$ cat config.mk
export PLATFORM = sky130hd
export DESIGN_NAME = bpd_top
export DESIGN_NICKNAME = d
export VERILOG_FILES = /design/src/core/bpd_pkg.sv /design/src/core/bpd_pin_if.sv /design/src/core/bpd_pin_sync.sv /design/src/core/bpd_top.sv
export SDC_FILE = /design/constraint.sdc
export NUM_CORES = 1
export LEC_CHECK = 0
export BUFFER_PORTS_ARGS = -buffer_cell sky130_fd_sc_hd__buf_2
export CAP_MARGIN = 40
export CORE_UTILIZATION = 50
export CTS_CLUSTER_SIZE = 14
export DETAILED_ROUTE_END_ITERATION = 7
export PLACE_DENSITY = 0.73
export SYNTH_ARGS = -nofsm -noshare
export SYNTH_HDL_FRONTEND = slang
export SYNTH_HIERARCHICAL = 1
export SYNTH_SLANG_ARGS = --single-unit
$ cat constraint.sdc
create_clock -name sys_clk_in -period 2.6 [get_ports sys_clk_in]
set_input_delay 0.26 -clock sys_clk_in [delete_from_list [all_inputs] [get_ports sys_clk_in]]
set_output_delay 0.26 -clock sys_clk_in [all_outputs]
set_load 0.005 [all_outputs]
$ cat src/core/bpd_pkg.sv
// Purpose: Shared constants for the bidirectional port block
// Assumes: CPU register port gives byte address, data, write strobe, bit mask
// Notes:   Direction bit 0 drives the pin, 1 releases it
// Functional notes
// - Direction bit: 0 output driving, 1 input
// - Reset loads all direction bits with ones
// - Direction registers take bit and byte writes
// - Output mode write stores latch, drives pin
// - Latch holds value until next write
// - Input mode write updates latch, pin unchanged
// - Output mode read returns latch, unchanged
// - Input mode read returns pin level
// - Output mode arithmetic uses and writes latch
// - Input mode arithmetic leaves latch undefined
// - Bit operations act as full byte access
// - Eight-pin and two-pin ports, reset input
// - Four-pin input port reads pin levels
package bpd_pkg;
  // ---------------------------------------------------------------
  // Register map
  // ---------------------------------------------------------------
  localparam logic [15:0] BPD_PORT0_DATA_ADDR = 16'hFF00;
  localparam logic [15:0] BPD_PORT2_DATA_ADDR = 16'hFF02;
  localparam logic [15:0] BPD_PORT4_DATA_ADDR = 16'hFF04;
  localparam logic [15:0] BPD_PORT0_DIR_ADDR  = 16'hFF20;
  localparam logic [15:0] BPD_PORT2_DIR_ADDR  = 16'hFF22;
  // ---------------------------------------------------------------
  // Widths and reset values
  // ---------------------------------------------------------------
  localparam int          BPD_P0_W      = 8;
  localparam int          BPD_P2_W      = 2;
  localparam int          BPD_P4_W      = 4;
  localparam logic [7:0]  BPD_DIR_RESET = 8'hFF;
  localparam logic [7:0]  BPD_LAT_RESET = 8'h00;
  localparam logic [7:0]  BPD_P2_UPPER  = 8'hFC;
endpackage

$ cat src/core/bpd_pin_if.sv
`timescale 1ns/1ps
// Purpose: Carries one port's pin and register signals between modules
// Assumes: Single system clock
// Notes:   Width set per instance
interface bpd_pin_if #(parameter int W = 8);
  logic [W-1:0] dir;
  logic [W-1:0] latch;
  logic [W-1:0] pin_sync;
  logic [W-1:0] read_val;
  modport port (input dir, input latch, output pin_sync, output read_val);
  modport top  (output dir, output latch, input pin_sync, input read_val);
endinterface

$ cat src/core/bpd_pin_sync.sv
`timescale 1ns/1ps
// Purpose: Pin synchroniser and read multiplexer for one port
// Assumes: Pins asynchronous to sys_clk_in
// Notes:   Level accepted when second and third stage agree
module bpd_pin_sync #(
  parameter int W = 8
) (
  input  wire logic   sys_clk_in,
  input  wire logic   reset_n_in,
  input  wire logic [W-1:0] pin_in,
  bpd_pin_if.port     pif
);
  logic [W-1:0] s1_reg;
  logic [W-1:0] s2_reg;
  logic [W-1:0] s3_reg;
  logic [W-1:0] lvl_reg;

  // Three-stage chain; first stage feeds only the second
  always_ff @(posedge sys_clk_in) begin
    if (!reset_n_in) begin
      s1_reg <= '0;
      s2_reg <= '0;
      s3_reg <= '0;
    end else begin
      s1_reg <= pin_in;
      s2_reg <= s1_reg;
      s3_reg <= s2_reg;
    end
  end

  // Accept a bit only when stages agree, filters metastable edges
  always_ff @(posedge sys_clk_in) begin
    if (!reset_n_in) begin
      lvl_reg <= '0;
    end else begin
      lvl_reg <= (s2_reg & ~(s2_reg ^ s3_reg)) | (lvl_reg & (s2_reg ^ s3_reg));
    end
  end

  assign pif.pin_sync = lvl_reg;
  // Output bits read the latch, input bits the pin
  assign pif.read_val = (pif.dir & lvl_reg) | (~pif.dir & pif.latch);
endmodule // bpd_pin_sync

$ cat src/core/bpd_top.sv
`timescale 1ns/1ps
// Purpose: Two bidirectional ports with direction registers, one input port
// Assumes: CPU gives address, write strobe, read strobe, data and bit mask
// Notes:   Read data registered, valid one cycle after read strobe
module bpd_top (
  input  wire logic        sys_clk_in,
  input  wire logic        reset_n_in,
  input  wire logic [15:0] cpu_addr_in,
  input  wire logic        cpu_wr_in,
  input  wire logic        cpu_rd_in,
  input  wire logic        cpu_rmw_in,
  input  wire logic [7:0]  cpu_wdata_in,
  input  wire logic [7:0]  cpu_wmask_in,
  output logic      [7:0]  cpu_rdata_out,
  output logic             cpu_rvalid_out,
  input  wire logic [7:0]  port0_pins_in,
  output logic      [7:0]  port0_pins_out,
  output logic      [7:0]  port0_pins_oe_out,
  input  wire logic [1:0]  port2_pins_in,
  output logic      [1:0]  port2_pins_out,
  output logic      [1:0]  port2_pins_oe_out,
  input  wire logic [3:0]  port4_pins_in
);
  // ---------------------------------------------------------------
  // State
  // ---------------------------------------------------------------
  logic [7:0] p0_dir_reg;
  logic [1:0] p2_dir_reg;
  logic [7:0] p0_lat_reg;
  logic [1:0] p2_lat_reg;
  logic [7:0] rdata_next;

  bpd_pin_if #(.W(8)) p0_if ();
  bpd_pin_if #(.W(2)) p2_if ();
  bpd_pin_if #(.W(4)) p4_if ();

  assign p0_if.dir   = p0_dir_reg;
  assign p0_if.latch = p0_lat_reg;
  assign p2_if.dir   = p2_dir_reg;
  assign p2_if.latch = p2_lat_reg;
  assign p4_if.dir   = 4'hF;
  assign p4_if.latch = 4'h0;

  bpd_pin_sync #(.W(8)) u_p0 (.sys_clk_in(sys_clk_in), .reset_n_in(reset_n_in),
                              .pin_in(port0_pins_in), .pif(p0_if));
  bpd_pin_sync #(.W(2)) u_p2 (.sys_clk_in(sys_clk_in), .reset_n_in(reset_n_in),
                              .pin_in(port2_pins_in), .pif(p2_if));
  bpd_pin_sync #(.W(4)) u_p4 (.sys_clk_in(sys_clk_in), .reset_n_in(reset_n_in),
                              .pin_in(port4_pins_in), .pif(p4_if));

  // Masked merge: bit writes touch only mask bits
  function automatic logic [7:0] bpd_merge(input logic [7:0] old_v, input logic [7:0] new_v,
                                           input logic [7:0] msk);
    bpd_merge = (old_v & ~msk) | (new_v & msk);
  endfunction

  logic [7:0] p2_dir_mrg;
  logic [7:0] p2_lat_mrg;
  logic [7:0] p2_rmw_mrg;

  // Port2 merges done at byte width, only the two live bits are stored
  always_comb begin
    p2_dir_mrg = bpd_merge({6'h00, p2_dir_reg}, cpu_wdata_in, cpu_wmask_in);
    p2_lat_mrg = bpd_merge({6'h00, p2_lat_reg}, cpu_wdata_in, cpu_wmask_in);
    p2_rmw_mrg = bpd_merge({6'h00, p2_if.read_val}, cpu_wdata_in, cpu_wmask_in);
  end

  // ---------------------------------------------------------------
  // Direction registers
  // ---------------------------------------------------------------
  always_ff @(posedge sys_clk_in) begin
    if (!reset_n_in) begin
      p0_dir_reg <= bpd_pkg::BPD_DIR_RESET;
      p2_dir_reg <= bpd_pkg::BPD_DIR_RESET[1:0];
    end else if (cpu_wr_in) begin
      if (cpu_addr_in == bpd_pkg::BPD_PORT0_DIR_ADDR)
        p0_dir_reg <= bpd_merge(p0_dir_reg, cpu_wdata_in, cpu_wmask_in);
      if (cpu_addr_in == bpd_pkg::BPD_PORT2_DIR_ADDR)
        p2_dir_reg <= p2_dir_mrg[1:0];
    end
  end

  // ---------------------------------------------------------------
  // Output latches
  // ---------------------------------------------------------------
  // Bit ops resolve to byte writes of read value: input bits pick up
  // pin levels, which is one form of the undefined latch result
  always_ff @(posedge sys_clk_in) begin
    if (!reset_n_in) begin
      p0_lat_reg <= bpd_pkg::BPD_LAT_RESET;
      p2_lat_reg <= bpd_pkg::BPD_LAT_RESET[1:0];
    end else if (cpu_wr_in) begin
      if (cpu_addr_in == bpd_pkg::BPD_PORT0_DATA_ADDR)
        p0_lat_reg <= cpu_rmw_in ? bpd_merge(p0_if.read_val, cpu_wdata_in, cpu_wmask_in)
                                 : bpd_merge(p0_lat_reg, cpu_wdata_in, cpu_wmask_in);
      if (cpu_addr_in == bpd_pkg::BPD_PORT2_DATA_ADDR)
        p2_lat_reg <= cpu_rmw_in ? p2_rmw_mrg[1:0] : p2_lat_mrg[1:0];
    end
  end

  // ---------------------------------------------------------------
  // Pin drive, registered
  // ---------------------------------------------------------------
  always_ff @(posedge sys_clk_in) begin
    if (!reset_n_in) begin
      port0_pins_out    <= '0;
      port0_pins_oe_out <= '0;
      port2_pins_out    <= '0;
      port2_pins_oe_out <= '0;
    end else begin
      port0_pins_out    <= p0_lat_reg;
      port0_pins_oe_out <= ~p0_dir_reg;
      port2_pins_out    <= p2_lat_reg;
      port2_pins_oe_out <= ~p2_dir_reg;
    end
  end

  // ---------------------------------------------------------------
  // Read path
  // ---------------------------------------------------------------
  always_comb begin
    rdata_next = 8'h00;
    unique case (cpu_addr_in)
      bpd_pkg::BPD_PORT0_DATA_ADDR: rdata_next = p0_if.read_val;
      bpd_pkg::BPD_PORT2_DATA_ADDR: rdata_next = {6'h00, p2_if.read_val};
      bpd_pkg::BPD_PORT4_DATA_ADDR: rdata_next = {4'h0, p4_if.pin_sync};
      bpd_pkg::BPD_PORT0_DIR_ADDR:  rdata_next = p0_dir_reg;
      bpd_pkg::BPD_PORT2_DIR_ADDR:  rdata_next = bpd_pkg::BPD_P2_UPPER | {6'h00, p2_dir_reg};
      default:                      rdata_next = 8'h00;
    endcase
  end

  always_ff @(posedge sys_clk_in) begin
    if (!reset_n_in) begin
      cpu_rdata_out  <= 8'h00;
      cpu_rvalid_out <= 1'b0;
    end else begin
      cpu_rvalid_out <= cpu_rd_in;
      if (cpu_rd_in)
        cpu_rdata_out <= rdata_next;
    end
  end

  // ---------------------------------------------------------------
  // Checks
  // ---------------------------------------------------------------
  chk_dir_reset: assert property (@(posedge sys_clk_in) !reset_n_in |=>
    p0_dir_reg == 8'hFF && p2_dir_reg == 2'h3) else $error("dir not ones after reset");
  chk_oe_follows: assert property (@(posedge sys_clk_in) disable iff (!reset_n_in)
    ##1 port0_pins_oe_out == ~$past(p0_dir_reg)) else $error("oe mismatch");
  chk_p2_upper: assert property (@(posedge sys_clk_in) disable iff (!reset_n_in)
    cpu_rd_in && cpu_addr_in == bpd_pkg::BPD_PORT2_DIR_ADDR |=> cpu_rdata_out[7:2] == 6'h3F)
    else $error("upper dir bits not one");
  chk_lat_hold: assert property (@(posedge sys_clk_in) disable iff (!reset_n_in)
    !cpu_wr_in |=> $stable(p0_lat_reg)) else $error("latch changed");
  chk_lat_write: assert property (@(posedge sys_clk_in) disable iff (!reset_n_in)
    cpu_wr_in && !cpu_rmw_in && cpu_wmask_in == 8'hFF && cpu_addr_in == bpd_pkg::BPD_PORT0_DATA_ADDR
    |=> p0_lat_reg == $past(cpu_wdata_in)) else $error("latch write lost");
  chk_rd_out: assert property (@(posedge sys_clk_in) disable iff (!reset_n_in)
    cpu_rd_in && cpu_addr_in == 16'hFF00 && p0_dir_reg == 8'h00
    |=> cpu_rdata_out == $past(p0_lat_reg)) else $error("output read wrong");
  chk_rd_in: assert property (@(posedge sys_clk_in) disable iff (!reset_n_in)
    cpu_rd_in && cpu_addr_in == 16'hFF00 && p0_dir_reg == 8'hFF
    |=> cpu_rdata_out == $past(p0_if.pin_sync)) else $error("input read wrong");
  chk_pin_drive: assert property (@(posedge sys_clk_in) disable iff (!reset_n_in)
    ##1 port2_pins_out == $past(p2_lat_reg)) else $error("pin drive stale");
  cov_out_mode: cover property (@(posedge sys_clk_in) p0_dir_reg == 8'h00 && cpu_wr_in);
  cov_mixed_rmw: cover property (@(posedge sys_clk_in) cpu_rmw_in && p0_dir_reg == 8'h0F);
  cov_p4_read: cover property (@(posedge sys_clk_in) cpu_rd_in && cpu_addr_in == 16'hFF04);
endmodule // bpd_top

==> results of run 1 <==
==> per-stage QoR <==
step	util, %	worst slack, ns
after floorplan	-	0.364
after global placement	57.9	0.254
after detailed placement	57.9	0.186
after CTS	60.2	0.594
after global routing	60.2	0.498
final	60.2	0.542
==> metal layers <==
layer,vias up,track usage (%)
met3,20,5.61
li1,1614,-
met5,-,0
met4,0,11.9
met2,102,36.3
met1,1560,28.0
==> power by group <==
part	total (mW)	switching, mW	internal [mW]	leakage, nW
clock network	0.916	0.558	0.359	0.0835
registers	1.65	0.0108	1.64	0.854
logic	0.163	0.0949	0.0680	0.988
==> worst max-delay path: stages <==
cell and delay [ns]:
buf_2 0.18, or4_4 0.57, or4_4 0.61, or4_1 0.53
a21oi_1 0.19
==> path summary, 6_finish.rpt <==
path | slack (ns) | endpoint | startpoint
min | 0.09 | u_p0/s1_reg[7] | port0_pins_in[7]
max | 0.54 | register | cpu_addr_in[1]
min reg2reg | 0.42 | u_p0/s2_reg[4] | u_p0/s1_reg[4]
max reg2reg | 1.13 | cpu_rdata_out[0] | register
==> area by class of cell <==
| class | count | area [um2] |
|---|---|---|
| Clock buffer | 10 | 128 |
| Clock inverter | 6 | 50.0 |
| Fill cell | 699 | 3070 |
| Inverter | 14 | 52.6 |
| Multi-Input combinational cell | 266 | 1720 |
| Sequential cell | 105 | 2100 |
| Tap cell | 102 | 128 |
| Timing Repair Buffer | 89 | 470 |
==> metrics.yaml, run 1 <==
clock_latency_ns: 0.37
post-place-cells: 576
core_area_mm2: 0.00773
wl_per_cell_um: 15.1
period_minus_slack_ns: 2.06
rsz0062_at_grt: "no"
slew_headroom_pct: 52.3
cp-start-kind: "input port"
power_mw: 2.73
p_leak_nw: 1.93
worstPathMaxFanout: 14
finalHoldViolCount: 0
fin_setup_tns_ns: 0
start_util_pct: 51.7
status: "completed"
drt-met1-wl_mm: 3.89
cts_setup_buffers: 0
yosys_warnings: 6
stdcell_count: 592
clock-sinks: 105
hpwlAfterDp_mm: 6.31
fin_hold_ws_ns: 0.0885
synth.cell_area_mm2: 0.00400
power.density_mw_per_mm2: 586
totalWireLength_mm: 8.94
critical_path_arrival_ns: 2.35
layout_commonest_cell: "dfxtp_1"
ant_nets: 0
max_freq_mhz: 486
grt_pass1_vias: 3037
fp.dieH_um: 91.4
worstHoldPathCells: 2
dieWidth_um: 91.4
final_cell_area_mm2: 0.00465
grt_start_max_net_pins: 90
setup_viol: 0
maxSlewViolCount: 0
grt_overflow_total: 0
worst_pin_slew_ns: 0.716
finalCritPeriodShare_pct: 79.2
rows: 32
cts_buffer_depth: 2
maxUsedRoutingLayer: "met4"
met3_length_um: 510
cts_tree: "built"
maxCapViolations: 0
cts_resized: 0
layout-drive-gt1-share_pct: 29.8
io_pins: 80
min_path_type: "input port to register"
grt_pass1_wl_mm: 14.7
drt_first_pass_iters: 6
finClkSkew_ns: 0.00978
clk_pin_slew_ns: 0.10
finalNetCount: 536
place.gp.congestion: 0.867
clockRootBuffer: "clkbuf_8"
antenna_found_initial: 0
vias: 3296
r2r_cells: 4
drtIter0Drc: 167
h-tree-depth: 3
syn_inst: 405
grtUsageTotal_pct: 22.7
cts-buffers-inserted: 9
design.die.area_mm2: 0.00836
synth.net_count: 456
cp.required_ns: 2.90
hold_buffers: 0
portBuffers: 79
worstSetupPathType: "input port to register"
num_antenna_cells: 0
final_cell_mix: "dfxtp_1, buf_2, and2_1, nor2_1, nand2_1"
drc: 0
peakVddDrop_mv: 0.408
crit_path_end_kind: "register"
met2WireLength_mm: 4.28
viasPerCell: 5.57
syn_area_per_cell_um2: 9.87
syn_to_final_growth_pct: 16.4
post_dp_cell_area_mm2: 0.00448
Note: power is estimated with default switching activity, not from simulation.
==> run 2, diff against run 1 <==
- ABC_AREA: default -> 1
- CORE_UTILIZATION: 50 -> 49
- PLACE_DENSITY: 0.73 -> 0.75
- clock period: 2.6 -> 1.7 ns (I/O delays scaled with it)
==> run 2 against run 1 <==
Sequential power rose by 53%. Hold slack lost 0.082 ns. Utilization rose by 1.3 points. Worst setup slack worse by 0.14 ns. Global-route usage is 2.7 points lower. Clock power increased by 72%. Largest power group unchanged. Power increased by 60%.
==> metrics.yaml, run 2 <==
status: "completed"
p_leak_nw: 2.43
drc: 0
final_cell_area_mm2: 0.00480
fin_setup_tns_ns: 0
place.gp.congestion: 0.844
cp_top_family: "compound AO/OA/AOI/OAI gates"
power.density_mw_per_mm2: 908
post_dp_cell_area_mm2: 0.00446
hpwlAfterDp_mm: 5.70
design.die.area_mm2: 0.00855
worstSetupPathType: "register to register"
worstHoldPathCells: 3
synth.cell_area_mm2: 0.00401
min_path_type: "input port to register"
rsz0062_at_grt: "no"
final_cell_mix: "nand2_1, dfxtp_1, inv_1, buf_2, nor2_1"
path_common_cell: "inv_1"
portBuffers: 79
crit_path_end_kind: "register"
grt_start_max_net_pins: 74
cp.required_ns: 1.99
worstPathMaxFanout: 3
core_area_mm2: 0.00781
r2r_slack_ns: 0.40
clk_pin_slew_ns: 0.10
io_pins: 80
cts_tree: "built"
clock-sinks: 105
post-place-cells: 684
layout-drive-gt1-share_pct: 20.9
maxSlewViolCount: 0
vias: 3321
grt_overflow_total: 0
clockRootBuffer: "clkbuf_8"
dieWidth_um: 92.5
finalNetCount: 657
yosys_warnings: 6
final_core_utilization_pct: 61.5
finClkSkew_ns: 0.0104
grt_pass1_wl_mm: 13.4
h-tree-depth: 3
path_cells: "inv_1 -> o21ai_0 -> inv_1 -> o31ai_1 -> nand3_2 -> a21oi_2"
critPathSlowestCell: "dfxtp_1"
dp_slack_ns: 0.189
slew_headroom_pct: 55.1
critical-path-max-stage-delay_ns: 0.38
viasPerCell: 4.66
fp.dieH_um: 92.5
antenna_found_initial: 0
maxCapViolations: 0
finalWorstSetupSlack_ns: 0.404
num_antenna_cells: 0
cp-start-kind: "register"
fillers: 743
power_mw: 4.36
stdcell_count: 713
ant_nets: 0
peakVddDrop_mv: 0.536
finalHoldViolCount: 0
cts_buffer_depth: 2
cts_setup_buffers: 0
grtUsageTotal_pct: 19.9
layout_commonest_cell: "nand2_1"
worst_pin_slew_ns: 0.672
start_util_pct: 51.3
drt_first_pass_iters: 5
grt_pass1_vias: 3052
r2r_cells: 6
wl_per_cell_um: 11.2
synth.net_count: 565
setup_viol: 0
drtIter0Drc: 223
finalCritPeriodShare_pct: 76.2
max_freq_mhz: 772
critical_path_arrival_ns: 1.58
clock_latency_ns: 0.37
cp_num_buf_inv: 2
syn_to_final_growth_pct: 19.8
period_minus_slack_ns: 1.30
cp.depth: 6
syn_inst: 514
syn_area_per_cell_um2: 7.80
fin_hold_ws_ns: 0.00655
cts-buffers-inserted: 9
totalWireLength_mm: 7.98
rows: 32
## run 2: path summary, 6_finish.rpt
kind,start,to
setup / recovery,register,register
hold / removal,port2_pins_in[1],u_p2/s1_reg[1]
setup reg to reg,register,register
hold reg to reg,u_p2/s1_reg[0],u_p2/s2_reg[0]
## run 2: layout make-up
type,count,area (um2),area share (%)
Clock buffer,9,124,2.58
Clock inverter,7,83.8,1.75
Inverter,87,327,6.80
Multi-Input combinational cell,308,1480,30.8
Sequential cell,105,2100,43.8
Tap cell,102,128,2.66
Timing Repair Buffer,95,561,11.7
## run 2: worst min-delay path, stage by stage
cell     delay, ns
buf_2         0.08
nand2_1       0.05
inv_1         0.05
## run 2: metal layers
| layer | GRT usage (%) | vias up | wire length [um] |
|---|---|---|---|
| li1 | - | 1779 | - |
| met2 | 32.1 | 104 | 3570 |
| met5 | 0 | - | 0 |
| met4 | 7.81 | 0 | 146 |
| met3 | 3.78 | 16 | 363 |
| met1 | 26.3 | 1422 | 3910 |
## run 2: power breakdown
group | leakage [nW] | switching, mW | internal, mW | total, mW
Sequential | 0.854 | 0.0175 | 2.50 | 2.52
Clock | 0.103 | 0.871 | 0.709 | 1.58
Combinational | 1.48 | 0.150 | 0.108 | 0.258
## run 2: repair_timing
action	CTS	global route
hold endpoints to repair	13	0
hold buffers	13	0
resized for setup	0	0
==> run 3, diff against run 2 <==
- clock period: 1.7 -> 1.1 ns (I/O delays scaled with it)
==> run 3 against run 2 <==
Power up 50%. Clock skew is 0.0021 ns lower. Sequential cell count did not move. Count of clock-buffer cells in the layout is 1 higher. Routed wire length rose by 6.1%. Sequential share of layout area decreased by 1.6 points. Sequential power increased by 54%. Worst setup slack got worse by 0.40 ns. Fmax increased by 18%. Clock power rose by 41%. Largest cell class unchanged. Highest routed layer unchanged.
==> metrics.yaml, run 3 (synthesis gave the netlist of run 2 again) <==
layout_commonest_cell: "nand2_1"
r2r_slack_ns: 0.002
drtIter0Drc: 256
final_cell_mix: "nand2_1, dfxtp_1, inv_1, buf_2, nor2_1"
clockRootBuffer: "clkbuf_8"
cts_tree: "built"
post_dp_cell_area_mm2: 0.00463
fin_setup_tns_ns: 0
antenna_found_initial: 0
grt_start_max_net_pins: 35
fin_hold_ws_ns: 0.0292
critical_path_arrival_ns: 1.40
start_util_pct: 51.3
syn_to_final_growth_pct: 25.7
vias: 3505
slew_headroom_pct: 75.3
finalCritPeriodShare_pct: 99.8
maxCapViolations: 0
core_area_mm2: 0.00781
portBuffers: 79
cts_buffer_depth: 2
clock_latency_ns: 0.37
worstSetupPathType: "register to register"
r2r_cells: 6
setup_viol: 0
ant_nets: 0
drc: 0
dieWidth_um: 92.5
grt_pass1_wl_mm: 13.6
finalHoldViolCount: 0
p_leak_nw: 2.56
seqCellArea_mm2: 0.00212
cts-buffers-inserted: 9
max_freq_mhz: 911
rows: 32
grt_overflow_total: 0
cp-start-kind: "register"
place.gp.congestion: 0.789
finalNetCount: 681
peakVddDrop_mv: 0.794
fp.dieH_um: 92.5
totalWireLength_mm: 8.47
post-place-cells: 705
maxSlewViolCount: 0
status: "completed"
num_antenna_cells: 0
finClkSkew_ns: 0.00829
io_pins: 80
fillers: 675
worst_pin_slew_ns: 0.367
power.density_mw_per_mm2: 1300
min_path_type: "input port to register"
h-tree-depth: 3
clock-sinks: 105
multi_input_area_mm2: 0.00152
cp.required_ns: 1.40
final_cell_area_mm2: 0.00504
design.die.area_mm2: 0.00855
layout-drive-gt1-share_pct: 27.9
viasPerCell: 4.76
stdcell_count: 737
period_minus_slack_ns: 1.10
rsz0062_at_grt: "yes"
hpwlAfterDp_mm: 5.99
grt_pass1_vias: 3139
crit_path_end_kind: "register"
worstPathMaxFanout: 2
clk_pin_slew_ns: 0.10
wl_per_cell_um: 11.5
drt_first_pass_iters: 5
grtUsageTotal_pct: 20.2
[run 3: changes by cell type in the layout (fill, tap and decap cells not counted), moves of 2 or more]
cell,change
inv_2,+2
dfxtp_1,-16
o21ai_2,+5
o21ai_0,-11
inv_1,-2
dfxtp_2,+15
o21ai_1,+6
inv_6,-2
buf_4,+22
[run 3: timing repair]
item | CTS | global route
pin swaps | 0 | 3
hold endpoints to repair | 14 | 0
hold buffers | 14 | 0
buffers inserted | 0 | 2
resized for setup | 4 | 35
endpoints found under the setup margin | 6 | 17
[run 3: power by group]
| part | total [mW] | switching [mW] | internal [mW] |
|---|---|---|---|
| logic | 0.433 | 0.243 | 0.190 |
| clock network | 2.23 | 1.32 | 0.913 |
| registers | 3.89 | 0.0287 | 3.86 |
[run 3: stage by stage]
step	total power [mW]	setup slack, ns	util (%)
6_report	6.56	0.00224	64.6
3_3_place_gp	4.36	-0.204	59.4
3_5_place_dp	4.37	-0.230	59.4
5_1_grt	6.83	-0.0398	64.6
2_1_floorplan	4.18	0.00289	-
4_1_cts	6.62	-0.0374	63.6
[run 3: worst min-delay path by stage]
stage | start | end | slack [ns] | cells past startpoint
2_1_floorplan | reset_n_in | u_p2/s1_reg[0] | 0.20 | 2
3_3_place_gp | port4_pins_in[0] | u_p4/s1_reg[0] | 0.29 | 3
3_5_place_dp | port0_pins_in[2] | u_p0/s1_reg[2] | 0.29 | 3
4_1_cts | cpu_wdata_in[6] | register | 0.02 | 3
5_1_grt | cpu_wdata_in[5] | register | 0.02 | 3
6_report | cpu_wdata_in[5] | register | 0.03 | 3
[run 3: layout make-up]
class / count / area share, %
repair buffers: 119 / 15.0
inverters: 87 / 6.48
clock buffers: 10 / 2.73
multi-input cells: 308 / 30.1
flip-flops and latches: 105 / 42.2
well taps: 102 / 2.53
clock inverters: 6 / 0.993
[run 3: metal layers]
layer	track usage, %	vias to the layer above	part of all wire [%]
li1	-	1837	-
met1	25.3	1560	47
met2	34.1	95	47
met3	3.53	13	4.3
met4	8.98	0	1.6
met5	0	-	0
[run 3: worst max-delay path: stages (launching register included)]
cell and delay [ns]:
dfxtp_2 0.35, inv_2 0.04, o21ai_2 0.11, inv_2 0.07, o31ai_4 0.24, nand3_2 0.11
a21oi_2 0.12
